===== config.mk =====
export PLATFORM = sky130hd
export DESIGN_NAME = ucg_core
export DESIGN_NICKNAME = d
export VERILOG_FILES = /design/src/ucg_pkg.sv /design/src/ucg_core.sv
export SDC_FILE = /design/constraint.sdc
export NUM_CORES = 1
export LEC_CHECK = 0
export BUFFER_PORTS_ARGS = -buffer_cell sky130_fd_sc_hd__buf_4
export CORE_UTILIZATION = 43
export DETAILED_ROUTE_END_ITERATION = 12
export PLACE_DENSITY = 0.68
export SLEW_MARGIN = 30
export SYNTH_ARGS = -nofsm -noshare
export SYNTH_HDL_FRONTEND = slang
export SYNTH_SLANG_ARGS = --single-unit

===== constraint.sdc =====
create_clock -name clk_i -period 2.65 [get_ports clk_i]
set_input_delay 0.53 -clock clk_i [delete_from_list [all_inputs] [get_ports clk_i]]
set_output_delay 0.53 -clock clk_i [all_outputs]
set_load 0.1 [all_outputs]

===== src/ucg_pkg.sv =====
// Shared constants and types for the serial transceiver clock generator core.
// Assumes one 200 MHz system clock and an active-low asynchronous reset.
package ucg_pkg;

   ////////////////////////////////////////////////////////////////////////////
   // Widths and counts
   localparam int unsigned   DIV_W           = 12;
   localparam int unsigned   DATA_W          = 9;
   localparam int unsigned   FIFO_DEPTH      = 8;
   localparam int unsigned   FRAME_W         = 13;
   localparam logic [3:0]    OVS_NORMAL_LAST = 4'hF;  // 16 samples per bit
   localparam logic [3:0]    OVS_DOUBLE_LAST = 4'h7;  // 8 samples per bit
   localparam logic [3:0]    DATA_BITS_BASE  = 4'h5;
   localparam logic [3:0]    RX_SHIFT_W      = 4'hA;  // Data plus parity
   localparam logic [8:0]    DATA_MASK_FULL  = 9'h1FF;

   ////////////////////////////////////////////////////////////////////////////
   // States, Gray coded along the usual path
   typedef enum logic [1:0] {
      UCG_TX_IDLE  = 2'b00,
      UCG_TX_SHIFT = 2'b01
   } ucg_tx_state_t;

   typedef enum logic [1:0] {
      UCG_RX_IDLE  = 2'b00,
      UCG_RX_START = 2'b01,
      UCG_RX_DATA  = 2'b11,
      UCG_RX_STOP  = 2'b10
   } ucg_rx_state_t;

   ////////////////////////////////////////////////////////////////////////////
   // Whole state of the core
   typedef struct packed {
      logic [DIV_W-1:0]   baud_cnt;
      logic               xck;
      logic               xs1;
      logic               xs2;
      logic               xs3;
      logic               oe;
      ucg_tx_state_t      tx_st;
      logic [3:0]         tdiv;
      logic               tbuf_empty;
      logic [DATA_W-1:0]  tbuf;
      logic [FRAME_W-1:0] tframe;
      logic [3:0]         tleft;
      logic               txd;
      logic               txc;
      ucg_rx_state_t      rx_st;
      logic [3:0]         rcnt;
      logic [2:0]         vote;
      logic [3:0]         rbits;
      logic [9:0]         rsh;
      logic               hv;
      logic [DATA_W-1:0]  hdata;
      logic               hfe;
      logic               hpe;
      logic               tv;
      logic [DATA_W-1:0]  tdata;
      logic               tfe;
      logic               tpe;
      logic               ovr;
   } ucg_core_state_t;

   // Value after reset: line idle high, transmit buffer empty
   localparam ucg_core_state_t CORE_RST = '{tx_st: UCG_TX_IDLE, rx_st: UCG_RX_IDLE,
                                            tbuf_empty: 1'b1, txd: 1'b1, default: '0};

endpackage : ucg_pkg


===== src/ucg_core.sv =====
// Clock generation, transmitter and receiver of the serial transceiver core.
// Assumes synchronous pin inputs and a far end that honours the link clock limit.
// How it works
// RULE_01 - Four clock modes; mode select picks asynchronous or synchronous.
// RULE_02 - In synchronous mode clock direction picks master (out) or slave (in).
// RULE_03 - Transfer clock pin driven only in synchronous master mode.
// RULE_04 - Divisor counter reloads at zero and on every low-byte write.
// RULE_05 - One baud tick per counter zero: system clock over divisor plus one.
// RULE_06 - Bit rate uses 16, 8 or 2 ticks per bit by mode.
// RULE_07 - Receiver recovery runs off the tick with 2, 8 or 16 states.
// RULE_08 - Divisor is twelve bits, high and low parts concatenated.
// RULE_09 - Double speed ignored in synchronous mode; software keeps it clear.
// RULE_10 - Double speed halves receiver samples per bit to eight.
// RULE_11 - Slave clock synchronised then edge detected, two cycles latency.
// RULE_12 - Remote master keeps the link clock below a quarter system clock.
// RULE_13 - Receive sampling on the edge opposite the transmit change edge.
// RULE_14 - Polarity zero: change on rising, sample on falling; one swaps.
// RULE_15 - Whole unit held disabled while the power-off bit is one; the transmit FIFO still accepts writes.
// RULE_16 - Single write buffer lets frames follow back to back.
// RULE_17 - Two-entry receive buffer; frame, overrun and parity errors flagged.
// RULE_18 - Frames of 5 to 9 data bits, 1 or 2 stops, hardware parity.
// RULE_19 - Three requests: transmit complete, buffer empty, receive complete.
// RULE_20 - Majority vote filter and false start rejection on receive.
// RULE_21 - Low start bit, high stop bits, line idles high.
// RULE_22 - Slave edges give one-cycle change and sample enables.
`timescale 1ns/1ps

////////////////////////////////////////////////////////////////////////////////
// Transmit FIFO; depth is expected to be a power of two
module ucg_fifo #(
   parameter int unsigned W = 9,
   parameter int unsigned D = 8
) (
   // Clock and reset
   input  wire logic         clk_i,
   input  wire logic         resetn_i,
   // Fill side
   input  wire logic         in_valid_i,
   output logic              in_ready_o,
   input  wire logic [W-1:0] in_data_i,
   // Drain side
   output logic              out_valid_o,
   input  wire logic         out_ready_i,
   output logic [W-1:0]      out_data_o
);
   localparam int unsigned AW = $clog2(D);

   typedef struct packed {
      logic [D-1:0][W-1:0] mem;
      logic [AW-1:0]       wp;
      logic [AW-1:0]       rp;
      logic [AW:0]         cnt;
      logic                rdy;
      logic                nonempty;
   } ucg_fifo_state_t;

   localparam ucg_fifo_state_t FIFO_RST = '{rdy: 1'b1, default: '0};

   ucg_fifo_state_t q;
   ucg_fifo_state_t d;
   logic            push;
   logic            pop;

   // Pointer and occupancy update
   always_comb begin
      d    = q;
      push = in_valid_i && q.rdy;
      pop  = out_ready_i && q.nonempty;
      if (push) begin
         d.mem[q.wp] = in_data_i;
         d.wp        = q.wp + 1'b1;
      end
      if (pop) begin
         d.rp = q.rp + 1'b1;
      end
      if (push && !pop) begin
         d.cnt = q.cnt + 1'b1;
      end else if (pop && !push) begin
         d.cnt = q.cnt - 1'b1;
      end
      d.rdy      = d.cnt != (AW+1)'(D);
      d.nonempty = d.cnt != '0;
   end

   always_ff @(posedge clk_i or negedge resetn_i) begin
      if (!resetn_i) begin
         q <= FIFO_RST;
      end else begin
         q <= d;
      end
   end

   assign in_ready_o  = q.rdy;
   assign out_valid_o = q.nonempty;
   assign out_data_o  = q.mem[q.rp];
endmodule : ucg_fifo

////////////////////////////////////////////////////////////////////////////////
// Transceiver core
module ucg_core
   import ucg_pkg::*;
(
   // Clock and reset
   input  wire logic              clk_i,
   input  wire logic              resetn_i,
   // Configuration
   input  wire logic              serial_power_off_bit_i,
   input  wire logic              sync_mode_select_i,
   input  wire logic              double_speed_bit_i,
   input  wire logic              transfer_clock_direction_i,
   input  wire logic              sync_clock_polarity_i,
   input  wire logic [3:0]        baud_divisor_high_i,
   input  wire logic [7:0]        baud_divisor_low_i,
   input  wire logic              baud_divisor_low_wr_i,
   input  wire logic [2:0]        data_bits_i,
   input  wire logic [1:0]        parity_mode_i,
   input  wire logic              two_stop_i,
   input  wire logic              tx_enable_i,
   input  wire logic              rx_enable_i,
   // Transmit data
   input  wire logic [DATA_W-1:0] tx_data_i,
   input  wire logic              tx_valid_i,
   output logic                   tx_ready_o,
   // Receive data
   output logic [DATA_W-1:0]      rx_data_o,
   output logic                   rx_valid_o,
   input  wire logic              rx_ready_i,
   output logic                   rx_frame_err_o,
   output logic                   rx_parity_err_o,
   output logic                   rx_overrun_o,
   // Requests
   input  wire logic              tx_complete_clr_i,
   output logic                   tx_complete_o,
   output logic                   tx_buf_empty_o,
   output logic                   rx_complete_o,
   // Pins
   output logic                   serial_tx_pin_o,
   input  wire logic              serial_rx_pin_i,
   input  wire logic              transfer_clock_pin_i,
   output logic                   transfer_clock_pin_o,
   output logic                   transfer_clock_pin_oe_o
);

   // Last sample index of a bit period
   function automatic logic [3:0] ovs_last(input logic dbl);
      return dbl ? OVS_DOUBLE_LAST : OVS_NORMAL_LAST;
   endfunction : ovs_last

   // Frame image, start bit in bit 0, unused tail stays high
   function automatic logic [FRAME_W-1:0] ucg_frame(input logic [DATA_W-1:0] data,
                                                   input logic [3:0] nb, input logic [1:0] pm);
      logic [FRAME_W-1:0] f;
      logic               p;
      f    = '1;
      f[0] = 1'b0;
      p    = pm[0];
      for (int i = 0; i < DATA_W; i++) begin
         if (i < int'(nb)) begin
            f[i+1] = data[i];
            p      = p ^ data[i];
         end
      end
      if (pm[1]) begin
         f[nb+4'h1] = p;
      end
      return f;
   endfunction : ucg_frame

   ucg_core_state_t   q;
   ucg_core_state_t   d;
   logic              on;
   logic              sync;
   logic              master;
   logic              slave;
   logic              dbl;
   logic [3:0]        last;
   logic [DIV_W-1:0]  div;
   logic              tick;
   logic              rise;
   logic              fall;
   logic              change_en;
   logic              sample_en;
   logic              tx_bit_en;
   logic              rx_samp;
   logic              rbit;
   logic [3:0]        nbits;
   logic              par;
   logic [3:0]        rtotal;
   logic [3:0]        flen;
   logic [9:0]        rword;
   logic [DATA_W-1:0] rdata;
   logic              rpe;
   logic              rpush;
   logic              rfe;
   logic              f_valid;
   logic [DATA_W-1:0] f_data;

   ////////////////////////////////////////////////////////////////////////////
   // Transmit FIFO; full FIFO stalls the source through tx_ready_o
   ucg_fifo #(.W(DATA_W), .D(FIFO_DEPTH)) u_tx_fifo (
      .clk_i       (clk_i),
      .resetn_i    (resetn_i),
      .in_valid_i  (tx_valid_i),
      .in_ready_o  (tx_ready_o),
      .in_data_i   (tx_data_i),
      .out_valid_o (f_valid),
      .out_ready_i (q.tbuf_empty && on),  // RULE_15
      .out_data_o  (f_data)
   );

   ////////////////////////////////////////////////////////////////////////////
   // Mode decode and clock enables
   always_comb begin
      on     = !serial_power_off_bit_i;                         // RULE_15
      sync   = sync_mode_select_i;                              // RULE_01
      master = sync && transfer_clock_direction_i;              // RULE_02
      slave  = sync && !transfer_clock_direction_i;             // RULE_02
      dbl    = double_speed_bit_i && !sync;                     // RULE_09
      last   = ovs_last(dbl);                                   // RULE_10
      div    = {baud_divisor_high_i, baud_divisor_low_i};       // RULE_08
      tick   = q.baud_cnt == '0;                                // RULE_05
      // Master edges come from the divider; slave edges from the synchroniser
      if (master) begin
         rise = tick && !q.xck;
         fall = tick && q.xck;
      end else begin
         rise = slave && q.xs2 && !q.xs3;                       // RULE_22
         fall = slave && !q.xs2 && q.xs3;                       // RULE_22
      end
      change_en = sync_clock_polarity_i ? fall : rise;          // RULE_14
      sample_en = sync_clock_polarity_i ? rise : fall;          // RULE_13
      tx_bit_en = sync ? change_en : (tick && q.tdiv == last);  // RULE_06
      rx_samp   = sync ? sample_en : (tick && q.rcnt == (last >> 1) + 4'h2); // RULE_07
      // Majority of three centre samples filters short glitches
      rbit = sync ? serial_rx_pin_i :
             ((q.vote[1] & q.vote[0]) | (q.vote[1] & serial_rx_pin_i) |
              (q.vote[0] & serial_rx_pin_i));                   // RULE_20
      nbits  = DATA_BITS_BASE + {1'b0, data_bits_i};            // RULE_18
      par    = parity_mode_i[1];
      rtotal = nbits + {3'b000, par};
      flen   = 4'h1 + nbits + {3'b000, par} + (two_stop_i ? 4'h2 : 4'h1);
      rword  = q.rsh >> (RX_SHIFT_W - rtotal);
      rdata  = rword[DATA_W-1:0] & (DATA_MASK_FULL >> (4'h9 - nbits));
      rpe    = par && ((^rdata) ^ rword[nbits] ^ parity_mode_i[0]); // RULE_17
      rpush  = on && rx_enable_i && q.rx_st == UCG_RX_STOP && rx_samp;
      rfe    = !rbit;                                           // RULE_21
   end

   ////////////////////////////////////////////////////////////////////////////
   // Next state
   always_comb begin
      d = q;
      // Slave clock path; the far end keeps it under a quarter of clk_i
      d.xs1 = transfer_clock_pin_i;                             // RULE_11 RULE_12
      d.xs2 = q.xs1;                                            // RULE_11
      d.xs3 = q.xs2;                                            // RULE_11
      d.oe  = sync && transfer_clock_direction_i;               // RULE_03
      // Divisor counter
      if (baud_divisor_low_wr_i || tick) begin
         d.baud_cnt = div;                                      // RULE_04
      end else begin
         d.baud_cnt = q.baud_cnt - 1'b1;
      end
      if (master && tick) begin
         d.xck = !q.xck;                                        // RULE_06
      end
      if (tick) begin
         d.tdiv = (q.tdiv == last) ? 4'h0 : q.tdiv + 4'h1;
      end
      if (tx_complete_clr_i) begin
         d.txc = 1'b0;
      end
      // Transmitter; next frame loads at the last bit's end, no idle gap
      if (tx_bit_en) begin
         case (q.tx_st)
            UCG_TX_SHIFT: begin
               if (q.tleft != 4'h1) begin
                  d.txd    = q.tframe[0];
                  d.tframe = {1'b1, q.tframe[FRAME_W-1:1]};
                  d.tleft  = q.tleft - 4'h1;
               end else if (!q.tbuf_empty && tx_enable_i) begin
                  d.tframe     = ucg_frame(q.tbuf, nbits, parity_mode_i);
                  d.txd        = 1'b0;                          // RULE_16
                  d.tframe     = {1'b1, d.tframe[FRAME_W-1:1]};
                  d.tleft      = flen;
                  d.tbuf_empty = 1'b1;
                  d.txc        = 1'b0;
               end else begin
                  d.txd   = 1'b1;
                  d.tx_st = UCG_TX_IDLE;
                  d.txc   = 1'b1;                               // RULE_19
               end
            end
            UCG_TX_IDLE: begin
               d.txd = 1'b1;                                    // RULE_21
               if (!q.tbuf_empty && tx_enable_i) begin
                  d.tframe     = ucg_frame(q.tbuf, nbits, parity_mode_i); // RULE_18
                  d.txd        = 1'b0;
                  d.tframe     = {1'b1, d.tframe[FRAME_W-1:1]};
                  d.tleft      = flen;
                  d.tbuf_empty = 1'b1;
                  d.txc        = 1'b0;
                  d.tx_st      = UCG_TX_SHIFT;
               end
            end
            default: begin
               d.tx_st = UCG_TX_IDLE;
            end
         endcase
      end
      // Single write buffer between FIFO and shifter
      if (f_valid && q.tbuf_empty) begin
         d.tbuf       = f_data;                                 // RULE_16
         d.tbuf_empty = 1'b0;
      end
      // Receiver sample counter and vote history
      if (tick) begin
         d.vote = {q.vote[1:0], serial_rx_pin_i};
         if (q.rx_st != UCG_RX_IDLE) begin
            d.rcnt = (q.rcnt == last) ? 4'h0 : q.rcnt + 4'h1;
         end
      end
      case (q.rx_st)
         UCG_RX_IDLE: begin
            if (!sync && tick && !serial_rx_pin_i) begin
               d.rx_st = UCG_RX_START;
               d.rcnt  = 4'h1;
            end else if (sync && sample_en && !serial_rx_pin_i) begin
               d.rx_st = UCG_RX_DATA;
               d.rbits = 4'h0;
            end
         end
         UCG_RX_START: begin
            if (rx_samp) begin
               d.rx_st = rbit ? UCG_RX_IDLE : UCG_RX_DATA;      // RULE_20
               d.rbits = 4'h0;
            end
         end
         UCG_RX_DATA: begin
            if (rx_samp) begin
               d.rsh   = {rbit, q.rsh[9:1]};
               d.rbits = q.rbits + 4'h1;
               if (q.rbits + 4'h1 == rtotal) begin
                  d.rx_st = UCG_RX_STOP;
               end
            end
         end
         UCG_RX_STOP: begin
            if (rx_samp) begin
               d.rx_st = UCG_RX_IDLE;                           // Second stop ignored
            end
         end
         default: begin
            d.rx_st = UCG_RX_IDLE;
         end
      endcase
      if (!rx_enable_i) begin
         d.rx_st = UCG_RX_IDLE;
      end
      // Two-entry receive buffer; pop first so a push in the same cycle wins
      if (rx_ready_i && q.hv) begin
         d.hv    = q.tv;
         d.hdata = q.tdata;
         d.hfe   = q.tfe;
         d.hpe   = q.tpe;
         d.tv    = 1'b0;
         d.ovr   = 1'b0;
      end
      if (rpush) begin
         if (!d.hv) begin
            d.hv    = 1'b1;                                     // RULE_17
            d.hdata = rdata;
            d.hfe   = rfe;
            d.hpe   = rpe;
         end else if (!d.tv) begin
            d.tv    = 1'b1;
            d.tdata = rdata;
            d.tfe   = rfe;
            d.tpe   = rpe;
         end else begin
            d.ovr = 1'b1;                                       // RULE_17
         end
      end
      // Power-off holds every register except the transmit FIFO at its reset value
      if (!on) begin
         d = CORE_RST;                                          // RULE_15
      end
   end

   always_ff @(posedge clk_i or negedge resetn_i) begin
      if (!resetn_i) begin
         q <= CORE_RST;
      end else begin
         q <= d;
      end
   end

   ////////////////////////////////////////////////////////////////////////////
   // Outputs, all straight from the state register
   assign serial_tx_pin_o         = q.txd;
   assign transfer_clock_pin_o    = q.xck;
   assign transfer_clock_pin_oe_o = q.oe;                       // RULE_03
   assign rx_data_o               = q.hdata;
   assign rx_valid_o              = q.hv;
   assign rx_frame_err_o          = q.hfe;
   assign rx_parity_err_o         = q.hpe;
   assign rx_overrun_o            = q.ovr;
   assign tx_complete_o           = q.txc;                      // RULE_19
   assign tx_buf_empty_o          = q.tbuf_empty;               // RULE_19
   assign rx_complete_o           = q.hv;                       // RULE_19
endmodule : ucg_core


==> results of run 1 <==
[what timing repair did]
item,4_1_cts,5_1_grt
setup buffers,20,5
gates cloned,5,0
resized for setup,91,70
pin swaps,53,33
hold buffers,0,0
setup endpoints to repair,56,62
[power groups by stage]
stage,Combinational [uW],Clock [uW],Sequential (uW)
3_5_place_dp,3430,0,4050
5_1_grt,4130,2790,4110
3_3_place_gp,3330,0,4000
2_1_floorplan,2540,0,3900
6_report,3820,2640,4010
4_1_cts,3760,2680,4010
[through the flow]
stage | total power (uW) | TNS [ns] | util | hold slack, ns | setup slack (ns)
final | 10500 | -7.37 | 0.573 | 0.0183 | -0.434
after global routing | 11000 | -12.99 | 0.573 | 0.0521 | -0.559
after CTS | 10400 | -8.98 | 0.560 | 0.0303 | -0.369
after detailed placement | 7490 | -17.44 | 0.511 | 0.476 | -0.954
after global placement | 7340 | -15.64 | 0.511 | 0.451 | -0.866
after floorplan | 6440 | -8.24 | - | 0.234 | -0.903
[routing by layer]
metal / wire [um] / part of all wire / GRT usage / vias up
met5: 0 / 0 / 0 / -
met4: 380 / 0.015 / 0.0689 / 0
met3: 1040 / 0.040 / 0.0333 / 33
met2: 12900 / 0.50 / 0.375 / 162
met1: 11600 / 0.45 / 0.280 / 4107
li1: - / - / - / 3822
[cell usage after synthesis, types with 3 or more instances]
cell | number | share of area
dfrtp_1 | 179 | 0.43
nor2_1 | 88 | 0.032
mux2_2 | 82 | 0.089
nand2_1 | 74 | 0.027
o21ai_0 | 40 | 0.019
clkbuf_1 | 37 | 0.013
a21oi_1 | 36 | 0.017
a211oi_1 | 35 | 0.025
inv_1 | 35 | 0.013
xnor2_1 | 32 | 0.027
mux2i_1 | 29 | 0.028
nand3_1 | 29 | 0.014
nor3_1 | 27 | 0.013
ha_1 | 25 | 0.030
mux4_2 | 24 | 0.052
nand2b_1 | 13 | 0.0078
nor2b_1 | 13 | 0.0078
xor2_1 | 13 | 0.011
buf_4 | 12 | 0.0087
nand3b_1 | 12 | 0.0087
a311oi_1 | 9 | 0.0076
buf_2 | 9 | 0.0043
and3_1 | 8 | 0.0048
or3_1 | 8 | 0.0048
a31oi_1 | 7 | 0.0042
nand4_1 | 6 | 0.0036
o211ai_1 | 6 | 0.0043
and2_1 | 5 | 0.0030
or4_1 | 5 | 0.0036
a211o_1 | 3 | 0.0025
a211oi_2 | 3 | 0.0036
a21o_1 | 3 | 0.0022
a22oi_1 | 3 | 0.0022
a32oi_1 | 3 | 0.0025
a41o_1 | 3 | 0.0029
dfstp_2 | 3 | 0.0076
nor3b_1 | 3 | 0.0022
nor4bb_1 | 3 | 0.0029
o21a_1 | 3 | 0.0022
o221ai_1 | 3 | 0.0025
o31ai_1 | 3 | 0.0022
[critical path, stage by stage]
cell and delay (ns):
buf_8 0.08, clkinvlp_4 0.11, ha_4 0.29, ha_4 0.20, ha_4 0.26, buf_4 0.16
mux2i_4 0.19, a21oi_1 0.13, o221ai_1 0.13, a2111oi_0 0.47, o221ai_1 0.22, nand4_1 0.15
xnor2_1 0.15, xnor2_1 0.13, o31ai_1 0.22
[how the worst max path moves through the flow]
stage                        start              end  slack [ns]
global route        data_bits_i[0]             q[1]       -0.56
global placement    data_bits_i[0]  rx_parity_err_o       -0.87
finish              data_bits_i[0]             q[1]       -0.43
detailed placement  data_bits_i[0]             q[1]       -0.95
floorplan           data_bits_i[0]  rx_parity_err_o       -0.90
CTS                 data_bits_i[0]  rx_parity_err_o       -0.37
[cell usage in the layout (no fill, tap or decap), types with 7 or more instances in the layout]
cell type	netlist	layout
a211oi_1	35	13
a211oi_2	3	25
a21oi_1	36	26
a21oi_2	2	8
and3_1	8	8
buf_4	12	163
buf_6	1	24
clkbuf_16	0	17
dfrtp_1	179	179
ha_1	25	18
inv_1	35	29
mux2_2	82	79
mux2i_1	29	21
mux4_2	24	24
nand2_1	74	69
nand2b_1	13	11
nand3_1	29	28
nand3b_1	12	12
nor2_1	88	64
nor2_2	1	18
nor2_4	1	8
nor2b_1	13	13
nor3_1	27	20
nor3_2	0	7
o21ai_0	40	30
o21ai_2	0	8
xnor2_1	32	30
xor2_1	13	13
[layout make-up]
| cell class | count | area share |
|---|---|---|
| multi-input combinational | 699 | 0.451 |
| sequential | 182 | 0.338 |
| timing repair buffer | 196 | 0.125 |
| clock buffer | 17 | 0.0316 |
| tap | 319 | 0.0296 |
| clock inverter | 15 | 0.0148 |
| inverter | 35 | 0.0100 |
[cells by family (layout without fill, tap and decap cells)]
kind of cell	Yosys count	count (layout)	synth area share
compound gates	174	174	0.113
xor+xnor	51	52	0.0517
fa+ha+maj	28	28	0.0350
buf+inv	97	263	0.0423
flops	182	182	0.439
mux	135	135	0.169
simple gates	309	310	0.150
==> summary.txt, run 1 <==
Status
  – Status: finished, violations left
  – Failing checks: negative setup slack

Place
  – Cell Area, Placed: 0.0120 mm^2
  – DP Wirelength: 17200 um
  – Input/output buffers: 61
  – Placed insts: 1411
  – GP Congestion: 0.850

Setup path
  – Critical Path Source Type: input pin
  – Critical Path End Type: flop
  – Reg2Reg Depth: 10
  – Setup CP Type: input pin to flop
  – Reg2reg end: rx_parity_err_o
  – Worst-path fanout max: 7
  – R2r setup slk: -0.33 ns
  – WP data arrival: 3.43 ns
  – Req. time, crit path: 2.99 ns
  – FF-to-FF Start: q[92]

Synth
  – Post-Syn Nets: 1045
  – Sequential cell area fraction in the yosys report: 0.439
  – Synth Instances: 976
  – Area of the mapped netlist: 0.0104 mm^2
  – Syn Area/Cell: 10.6 um^2
  – Synth warn: 0
  – Count of cell types in the netlist: 75
  – FFs w/ async S/R, synth: 1.00
  – Post-synth EDFFs: 0
  – Register bit total from synthesis: 182
  – Main synth FF type: dfrtp_1

Timing
  – RSZ-0062 raised after global routing: true
  – Worst setup margin: -0.434 ns
  – Slew headroom: 0.450
  – Setup-failing EPs final: 54
  – Final Max Tran Viols: 0
  – Fin crit share: 1.16
  – Slew @ Worst Pin: 0.823 ns
  – Max Fclk: 324 MHz
  – Clk_skew: 0.0120 ns
  – Crit path time final: 3.08 ns
  – Final Hold Vio Count: 0

Clocking
  – Total CTS buffers: 17
  – Root Driver: clkbuf_16
  – CTS tree: built
  – Register clock-pin slew on the reported worst setup and hold paths: 0.08 ns
  – H-Tree Depth: 4
  – Clock Latency Late Sink: 0.44 ns
  – CTS Sinks: 182
  – Max clock buf depth: 2

Power
  – Worst vdd ir: 0.611 mV
  – PwrDens: 777 mW/mm^2
  – Leak: 0.00570 uW
  – Int Pwr: 6830 uW
  – Combinational share of power: 0.365
  – Seq pwr share: 0.383
  – Clk pwr share: 0.252
  – Net Sw Power: 3640 uW
  – Switch share: 0.347

Finish
  – Nets: 1200
  – Share of cells above drive strength 1: 0.420
  – Area Growth Syn to Fin: 29.9%
  – Ant diodes: 0
  – Finished Layout Cells: 1463
  – Fill cells: 1944
  – Post-route cell area: 0.0135 mm^2
  – Largest reg by FF count: u_tx_fifo.q
  – Multi-input combinational cell area: 0.00608 mm^2
  – Sequential cell area: 0.00456 mm^2
  – Max reg flops: 82

Drt
  – Initial DRC Count: 508
  – Final ANT Viol Nets: 0
  – Drt wl/cell: 17.7 um
  – Routed via count: 8124
  – Drt pass-1 iters: 5
  – Drt total wl: 25900 um
  – Vias per cell: 5.55
  – DRC errors left: 0

Floorplan
  – Die Wd: 157 um
  – Core ar.: 0.0235 mm^2
  – Die area: 0.0247 mm^2
  – IO Pins: 62
  – Die Span Y: 157 um
  – Row count: 56
  – Initial Utilization: 0.441

Min path
  – Min-Delay Path Class: input pin to asynchronous set/reset pin

GRT
  – Total track usage: 0.218
  – Initial antenna violation count: 0
  – Pin count of the biggest net entering global routing: 57
  – Global-route wire length before repair: 42300 um
  – Overflow after GRT: 0
  – Vias in the first global route: 8302

Run
  – Max-cap violations: 0
Power figures use the tool's default switching activity.
==> inputs of run 2 (changes only) <==
PLACE_DENSITY = 0.62   (was 0.68)
==> summary.txt, run 2 (same netlist as run 1, synthesis figures left out) <==
Status
  – Status: finished, violations left
  – Failing checks: negative setup slack

Clocking
  – CTS tree: built
  – Max clock buf depth: 2 (unchanged)
  – CTS Sinks: 182 (unchanged)
  – Root Driver: clkbuf_16
  – Total CTS buffers: 17 (unchanged)
  – Register clock-pin slew on the reported worst setup and hold paths: 0.08 ns (about the same)
  – Clock Latency Late Sink: 0.44 ns (about the same)
  – H-Tree Depth: 4 (unchanged)

Power
  – Worst vdd ir: 0.601 mV (-1.6%)
  – Switch share: 0.344 (-0.00317)
  – Seq pwr share: 0.386 (+0.003)
  – Net Sw Power: 3580 uW (-1.5%)
  – PwrDens: 771 mW/mm^2 (-0.81%)
  – Int Pwr: 6830 uW (about the same)
  – Clk pwr share: 0.251 (about the same)
  – Leak: 0.00574 uW (+0.56%)
  – Combinational share of power: 0.363 (-0.002)

Timing
  – Max Fclk: 321 MHz (-0.97%)
  – Final setup TNS: -6.17 ns (+1.20 ns)
  – Worst setup margin: -0.465 ns (-0.0302 ns)
  – Slew headroom: 0.478 (+0.0276)
  – Final Hold Vio Count: 0 (unchanged)
  – Crit path time final: 3.11 ns (+0.0302 ns)
  – Slew @ Worst Pin: 0.782 ns (-0.0412 ns)
  – Setup-failing EPs final: 52 (-3.7%)
  – Clk_skew: 0.0129 ns (+0.000855 ns)
  – Final Max Tran Viols: 0 (unchanged)
  – Fin crit share: 1.18 (+0.0114)
  – RSZ-0062 raised after global routing: true

Drt
  – Vias per cell: 5.47 (-1.5%)
  – Drt wl/cell: 17.5 um (-1.0%)
  – Drt total wl: 25700 um (-0.70%)
  – Initial DRC Count: 299 (-41%)
  – Drt pass-1 iters: 5 (unchanged)
  – Routed via count: 8026 (-1.2%)
  – Final ANT Viol Nets: 0 (unchanged)
  – DRC errors left: 0 (unchanged)

GRT
  – Initial antenna violation count: 0 (unchanged)
  – Pin count of the biggest net entering global routing: 53 (-7.0%)
  – Total track usage: 0.221 (+0.00346)
  – Global-route wire length before repair: 43000 um (+1.5%)
  – Vias in the first global route: 8300 (-0.024%)
  – Overflow after GRT: 0 (unchanged)

Setup path
  – R2r setup slk: -0.23 ns (+0.10 ns)
  – Critical Path End Type: flop
  – WP data arrival: 3.46 ns (+0.03 ns)
  – Worst-path fanout max: 8 (+1)
  – Reg2Reg Depth: 10 (unchanged)
  – Req. time, crit path: 2.99 ns (about the same)
  – Setup CP Type: input pin to flop
  – Critical Path Source Type: input pin

Place
  – Pre-CTS setup slack: -0.918 ns (+0.0364 ns)
  – GP Congestion: 0.847 (-0.36%)
  – DP Wirelength: 17000 um (-0.77%)
  – Input/output buffers: 61 (unchanged)

Floorplan
  – Initial Utilization: 0.441 (unchanged)
  – Row count: 56 (unchanged)
  – Die Wd: 157 um (unchanged)
  – Die Span Y: 157 um (unchanged)
  – IO Pins: 62 (unchanged)
  – Die area: 0.0247 mm^2 (unchanged)
  – Core ar.: 0.0235 mm^2 (unchanged)

Run
  – Max-cap violations: 0 (unchanged)

Finish
  – Area Growth Syn to Fin: 30.2%
  – Most common cell after layout, fill and taps aside: dfrtp_1
  – Share of cells above drive strength 1: 0.412 (-0.00792)
  – Leading cell types in the layout, fill and taps excluded: dfrtp_1 (179), buf_4 (160), mux2_2 (79), nand2_1 (69), nor2_1 (68)
  – Largest reg by FF count: u_tx_fifo.q
  – Max reg flops: 82 (unchanged)
  – Ant diodes: 0 (unchanged)
  – Nets: 1205 (+0.42%)

Min path
  – Min-Delay Path Class: input pin to asynchronous set/reset pin
-- run 2: changes by cell type in the layout (fill, tap and decap cells not counted), sizes merged --
cell / delta
buf: +4
clkbuf: +1
-- run 2: timing repair --
| action | CTS | global route |
|---|---|---|
| gates cloned | 6 | 0 |
| gates resized for setup | 103 | 71 |
| endpoints found under the setup margin | 54 | 63 |
| pin swaps | 61 | 45 |
| hold buffers | 0 | 0 |
| setup buffers | 19 | 11 |
| endpoints found under the hold margin | 0 | 0 |
-- run 2: final cells by class --
type | instances | area [um^2]
clock buffers | 17 | 425
clock inverters | 15 | 196
fillers | 2016 | 10000
inverters | 35 | 135
multi-input cells | 699 | 6050
flip-flops and latches | 182 | 4560
well taps | 319 | 399
repair buffers | 201 | 1750
-- run 2: routing by layer --
layer  global-route usage  part of all wire  wire, um
met3               0.0333             0.032       834
met2                0.394              0.51     13100
met5                    0                 0         0
met4               0.0606             0.015       386
met1                0.277              0.44     11400
-- run 2: metrics by stage --
| stage | instances | cell area, um^2 | utilization | hold WS (ns) | total power (uW) |
|---|---|---|---|---|---|
| global route | 1468 | 13500 | 0.574 | 0.0721 | 11000 |
| CTS | 1463 | 13200 | 0.560 | 0.0484 | 10400 |
| detailed placement | 1409 | 12000 | 0.510 | 0.473 | 7460 |
| floorplan | 976 | 10600 | - | 0.234 | 6440 |
| finish | 1468 | 13500 | 0.574 | 0.0431 | 10400 |
| global placement | 1409 | 12000 | 0.510 | 0.455 | 7340 |
-- run 2: worst max-delay path, cell delays in order --
cell,delay (ns)
buf_8,0.08
clkinvlp_4,0.10
ha_4,0.29
ha_4,0.20
ha_4,0.27
buf_6,0.14
buf_8,0.13
mux2i_4,0.20
a21oi_1,0.18
o221ai_2,0.13
a2111oi_2,0.39
o221ai_1,0.18
nand4_1,0.14
xnor2_1,0.18
xnor2_2,0.10
o31ai_1,0.22
-- run 2: path summary, 6_finish.rpt --
check                                     start             end
hold reg to reg                           q[86]           q[85]
min in group clk_i         transfer_clock_pin_i           q[86]
setup / recovery                 data_bits_i[0]            q[1]
hold / removal                         resetn_i    rx_data_o[6]
setup reg to reg                          q[92]            q[1]
max in group asynchronous              resetn_i  tx_buf_empty_o
-- run 2: power groups by stage --
stage | clock network (uW) | registers (uW) | logic [uW]
3_3_place_gp | 0 | 4010 | 3330
5_1_grt | 2780 | 4120 | 4120
6_report | 2620 | 4010 | 3780
4_1_cts | 2680 | 4010 | 3720
3_5_place_dp | 0 | 4060 | 3400
2_1_floorplan | 0 | 3900 | 2540
==> inputs of run 3 (changes only) <==
BUFFER_PORTS_ARGS = unset   (was -buffer_cell sky130_fd_sc_hd__buf_4)
DONT_BUFFER_PORTS = 1   (was unset)
PLACE_DENSITY = 0.6   (was 0.62)
==> summary.txt, run 3 (same netlist as run 1, synthesis figures left out) <==
Status
  – Status: finished, violations left
  – Failing checks: negative hold slack, negative setup slack

Clocking
  – Root Driver: clkbuf_16
  – Total CTS buffers: 17 (unchanged)
  – CTS tree: built
  – CTS Sinks: 182 (unchanged)
  – H-Tree Depth: 4 (unchanged)
  – Max clock buf depth: 2 (unchanged)
  – Register clock-pin slew on the reported worst setup and hold paths: 0.08 ns (about the same)
  – Clock Latency Late Sink: 0.44 ns (about the same)

Finish
  – Share of cells above drive strength 1: 0.349 (-0.0628)
  – Fill cells: 2030 (+0.69%)
  – Max reg flops: 82 (unchanged)
  – Area Growth Syn to Fin: 23.0%
  – Nets: 1128 (-6.4%)
  – Sequential cell area: 0.00456 mm^2 (about the same)
  – Multi-input combinational cell area: 0.00595 mm^2 (-1.6%)
  – Ant diodes: 0 (unchanged)
  – Most common cell after layout, fill and taps aside: dfrtp_1
  – Largest reg by FF count: u_tx_fifo.q
  – Leading cell types in the layout, fill and taps excluded: dfrtp_1 (178), buf_4 (103), mux2_2 (80), nor2_1 (75), nand2_1 (72)

Timing
  – Final setup TNS: -3.91 ns (+2.26 ns)
  – Final Hold Vio Count: 179 (+179)
  – Crit path time final: 3.03 ns (-0.0886 ns)
  – Setup-failing EPs final: 35 (-33%)
  – Final Max Tran Viols: 0 (unchanged)
  – Slew headroom: 0.349 (-0.129)
  – Max Fclk: 330 MHz (+2.9%)
  – Worst hold slack: -0.227 ns (-0.270 ns)
  – Fin crit share: 1.14 (-0.0334)
  – RSZ-0062 raised after global routing: true
  – Clk_skew: 0.0154 ns (+0.00252 ns)
  – Worst setup margin: -0.376 ns (+0.0886 ns)
  – Slew @ Worst Pin: 0.977 ns (+0.195 ns)

Floorplan
  – Die Span Y: 157 um (unchanged)
  – Initial Utilization: 0.441 (unchanged)
  – Die area: 0.0247 mm^2 (unchanged)
  – Core ar.: 0.0235 mm^2 (unchanged)
  – IO Pins: 62 (unchanged)
  – Die Wd: 157 um (unchanged)
  – Row count: 56 (unchanged)

Power
  – Leak: 0.00533 uW (-7.1%)
  – Worst vdd ir: 0.550 mV (-8.4%)
  – Tot Pwr: 10400 uW (-0.55%)
  – PwrDens: 812 mW/mm^2 (+5.3%)

Setup path
  – Slowest stage cell, crit path: mux4_2
  – CP dominant cell by count: ha_4
  – Critical Path End Type: flop
  – Critical Path Source Type: input pin
  – Req. time, crit path: 2.99 ns (about the same)
  – Crit-path max cell delay: 0.51 ns (+0.12 ns)
  – Critical-path cell list: clkinvlp_4, ha_4, ha_4, ha_4, buf_4, mux4_2, mux2i_4, nor3_1, a32oi_1, nand4_1, xnor2_2, xnor2_2, o41ai_2
  – WP data arrival: 3.36 ns (-0.10 ns)
  – Setup CP Type: input pin to flop
  – Worst-path fanout max: 12 (+4)

Place
  – Input/output buffers: 0 (-100%)
  – DP Wirelength: 16100 um (-5.4%)
  – GP Congestion: 0.898 (+6.0%)

GRT
  – Global-route wire length before repair: 40400 um (-6.0%)
  – Pin count of the biggest net entering global routing: 183 (+250%)
  – Total track usage: 0.208 (-0.0130)
  – Initial antenna violation count: 0 (unchanged)
  – Overflow after GRT: 0 (unchanged)
  – Vias in the first global route: 7581 (-8.7%)

Drt
  – Vias per cell: 5.59 (+2.3%)
  – Drt total wl: 24700 um (-3.8%)
  – Routed via count: 7777 (-3.1%)
  – DRC errors left: 0 (unchanged)
  – Drt pass-1 iters: 5 (unchanged)
  – Drt wl/cell: 17.8 um (+1.5%)
  – Initial DRC Count: 477 (+60%)
  – Final ANT Viol Nets: 0 (unchanged)

Run
  – Max-cap violations: 0 (unchanged)

Min path
  – Min-Delay Path Class: input pin to asynchronous set/reset pin
-- run 3: changes by cell type in the layout (fill, tap and decap cells not counted), moves of 3 or more --
cell and delta:
nor2_4 -4, buf_8 -4, nor2_2 -3, buf_4 -57, buf_6 -14, nor2_1 +7
nand2_1 +3, a21oi_1 +3, a21oi_2 -3, a211oi_2 -4, o21ai_0 +3, nand2_2 -4
-- run 3: layout make-up --
class | instances | area share
clock buffer | 17 | 0.0333
sequential | 182 | 0.357
clock inverter | 15 | 0.0158
multi-input combinational | 699 | 0.467
tap | 319 | 0.0313
inverter | 35 | 0.0106
timing repair buffer | 124 | 0.0849
-- run 3: where the power goes --
| part | total, uW | leakage [uW] | internal (uW) | switching (uW) |
|---|---|---|---|---|
| registers | 4010 | 0.00234 | 3520 | 495 |
| logic | 3700 | 0.00268 | 2080 | 1620 |
| clock network | 2640 | 0.000304 | 1320 | 1330 |
-- run 3: layer usage --
metal / GRT usage / vias up / wire [um]
met4: 0.0527 / 0 / 403
met5: 0 / - / 0
met2: 0.361 / 147 / 12400
met1: 0.267 / 3906 / 11100
met3: 0.0361 / 35 / 869
li1: - / 3689 / -
-- run 3: stage by stage --
stage	util	area [um^2]	worst slack [ns]	std cells	hold WS (ns)
global route	0.542	12800	-0.535	1391	-0.246
floorplan	-	10600	-0.903	976	0.234
global placement	0.485	11400	-0.759	1335	0.238
finish	0.542	12800	-0.376	1391	-0.227
CTS	0.527	12400	-0.324	1382	-0.239
detailed placement	0.485	11400	-0.829	1335	0.239
-- run 3: final timing paths --
path,startpoint,slack (ns),cells after the start,end
max in group asynchronous,resetn_i,2.33,0,q[28]
setup / recovery,data_bits_i[0],-0.38,13,rx_parity_err_o
setup reg to reg,q[88],-0.20,13,rx_parity_err_o
hold reg to reg,q[86],0.48,1,q[85]
hold / removal,resetn_i,-0.23,0,rx_data_o[6]
min in group clk_i,serial_power_off_bit_i,0.15,1,rx_frame_err_o
-- run 3: worst max-delay path: cells and delay by family --
| kind | cells | cell delay (ns) |
|---|---|---|
| and+or+nand+nor | 2 | 0.28 |
| AOI/OAI and AO/OA | 2 | 0.39 |
| xor gates and xnor gates | 2 | 0.36 |
| adders and majority gates | 3 | 0.82 |
| muxes | 2 | 0.75 |
| buffers and inverters | 2 | 0.22 |
-- run 3: what timing repair did --
action / CTS / global route
pin swaps: 31 / 29
endpoints found under the hold margin: 182 / 182
resized for setup: 57 / 59
gates cloned: 5 / 1
endpoints found under the setup margin: 51 / 60
setup buffers: 11 / 10
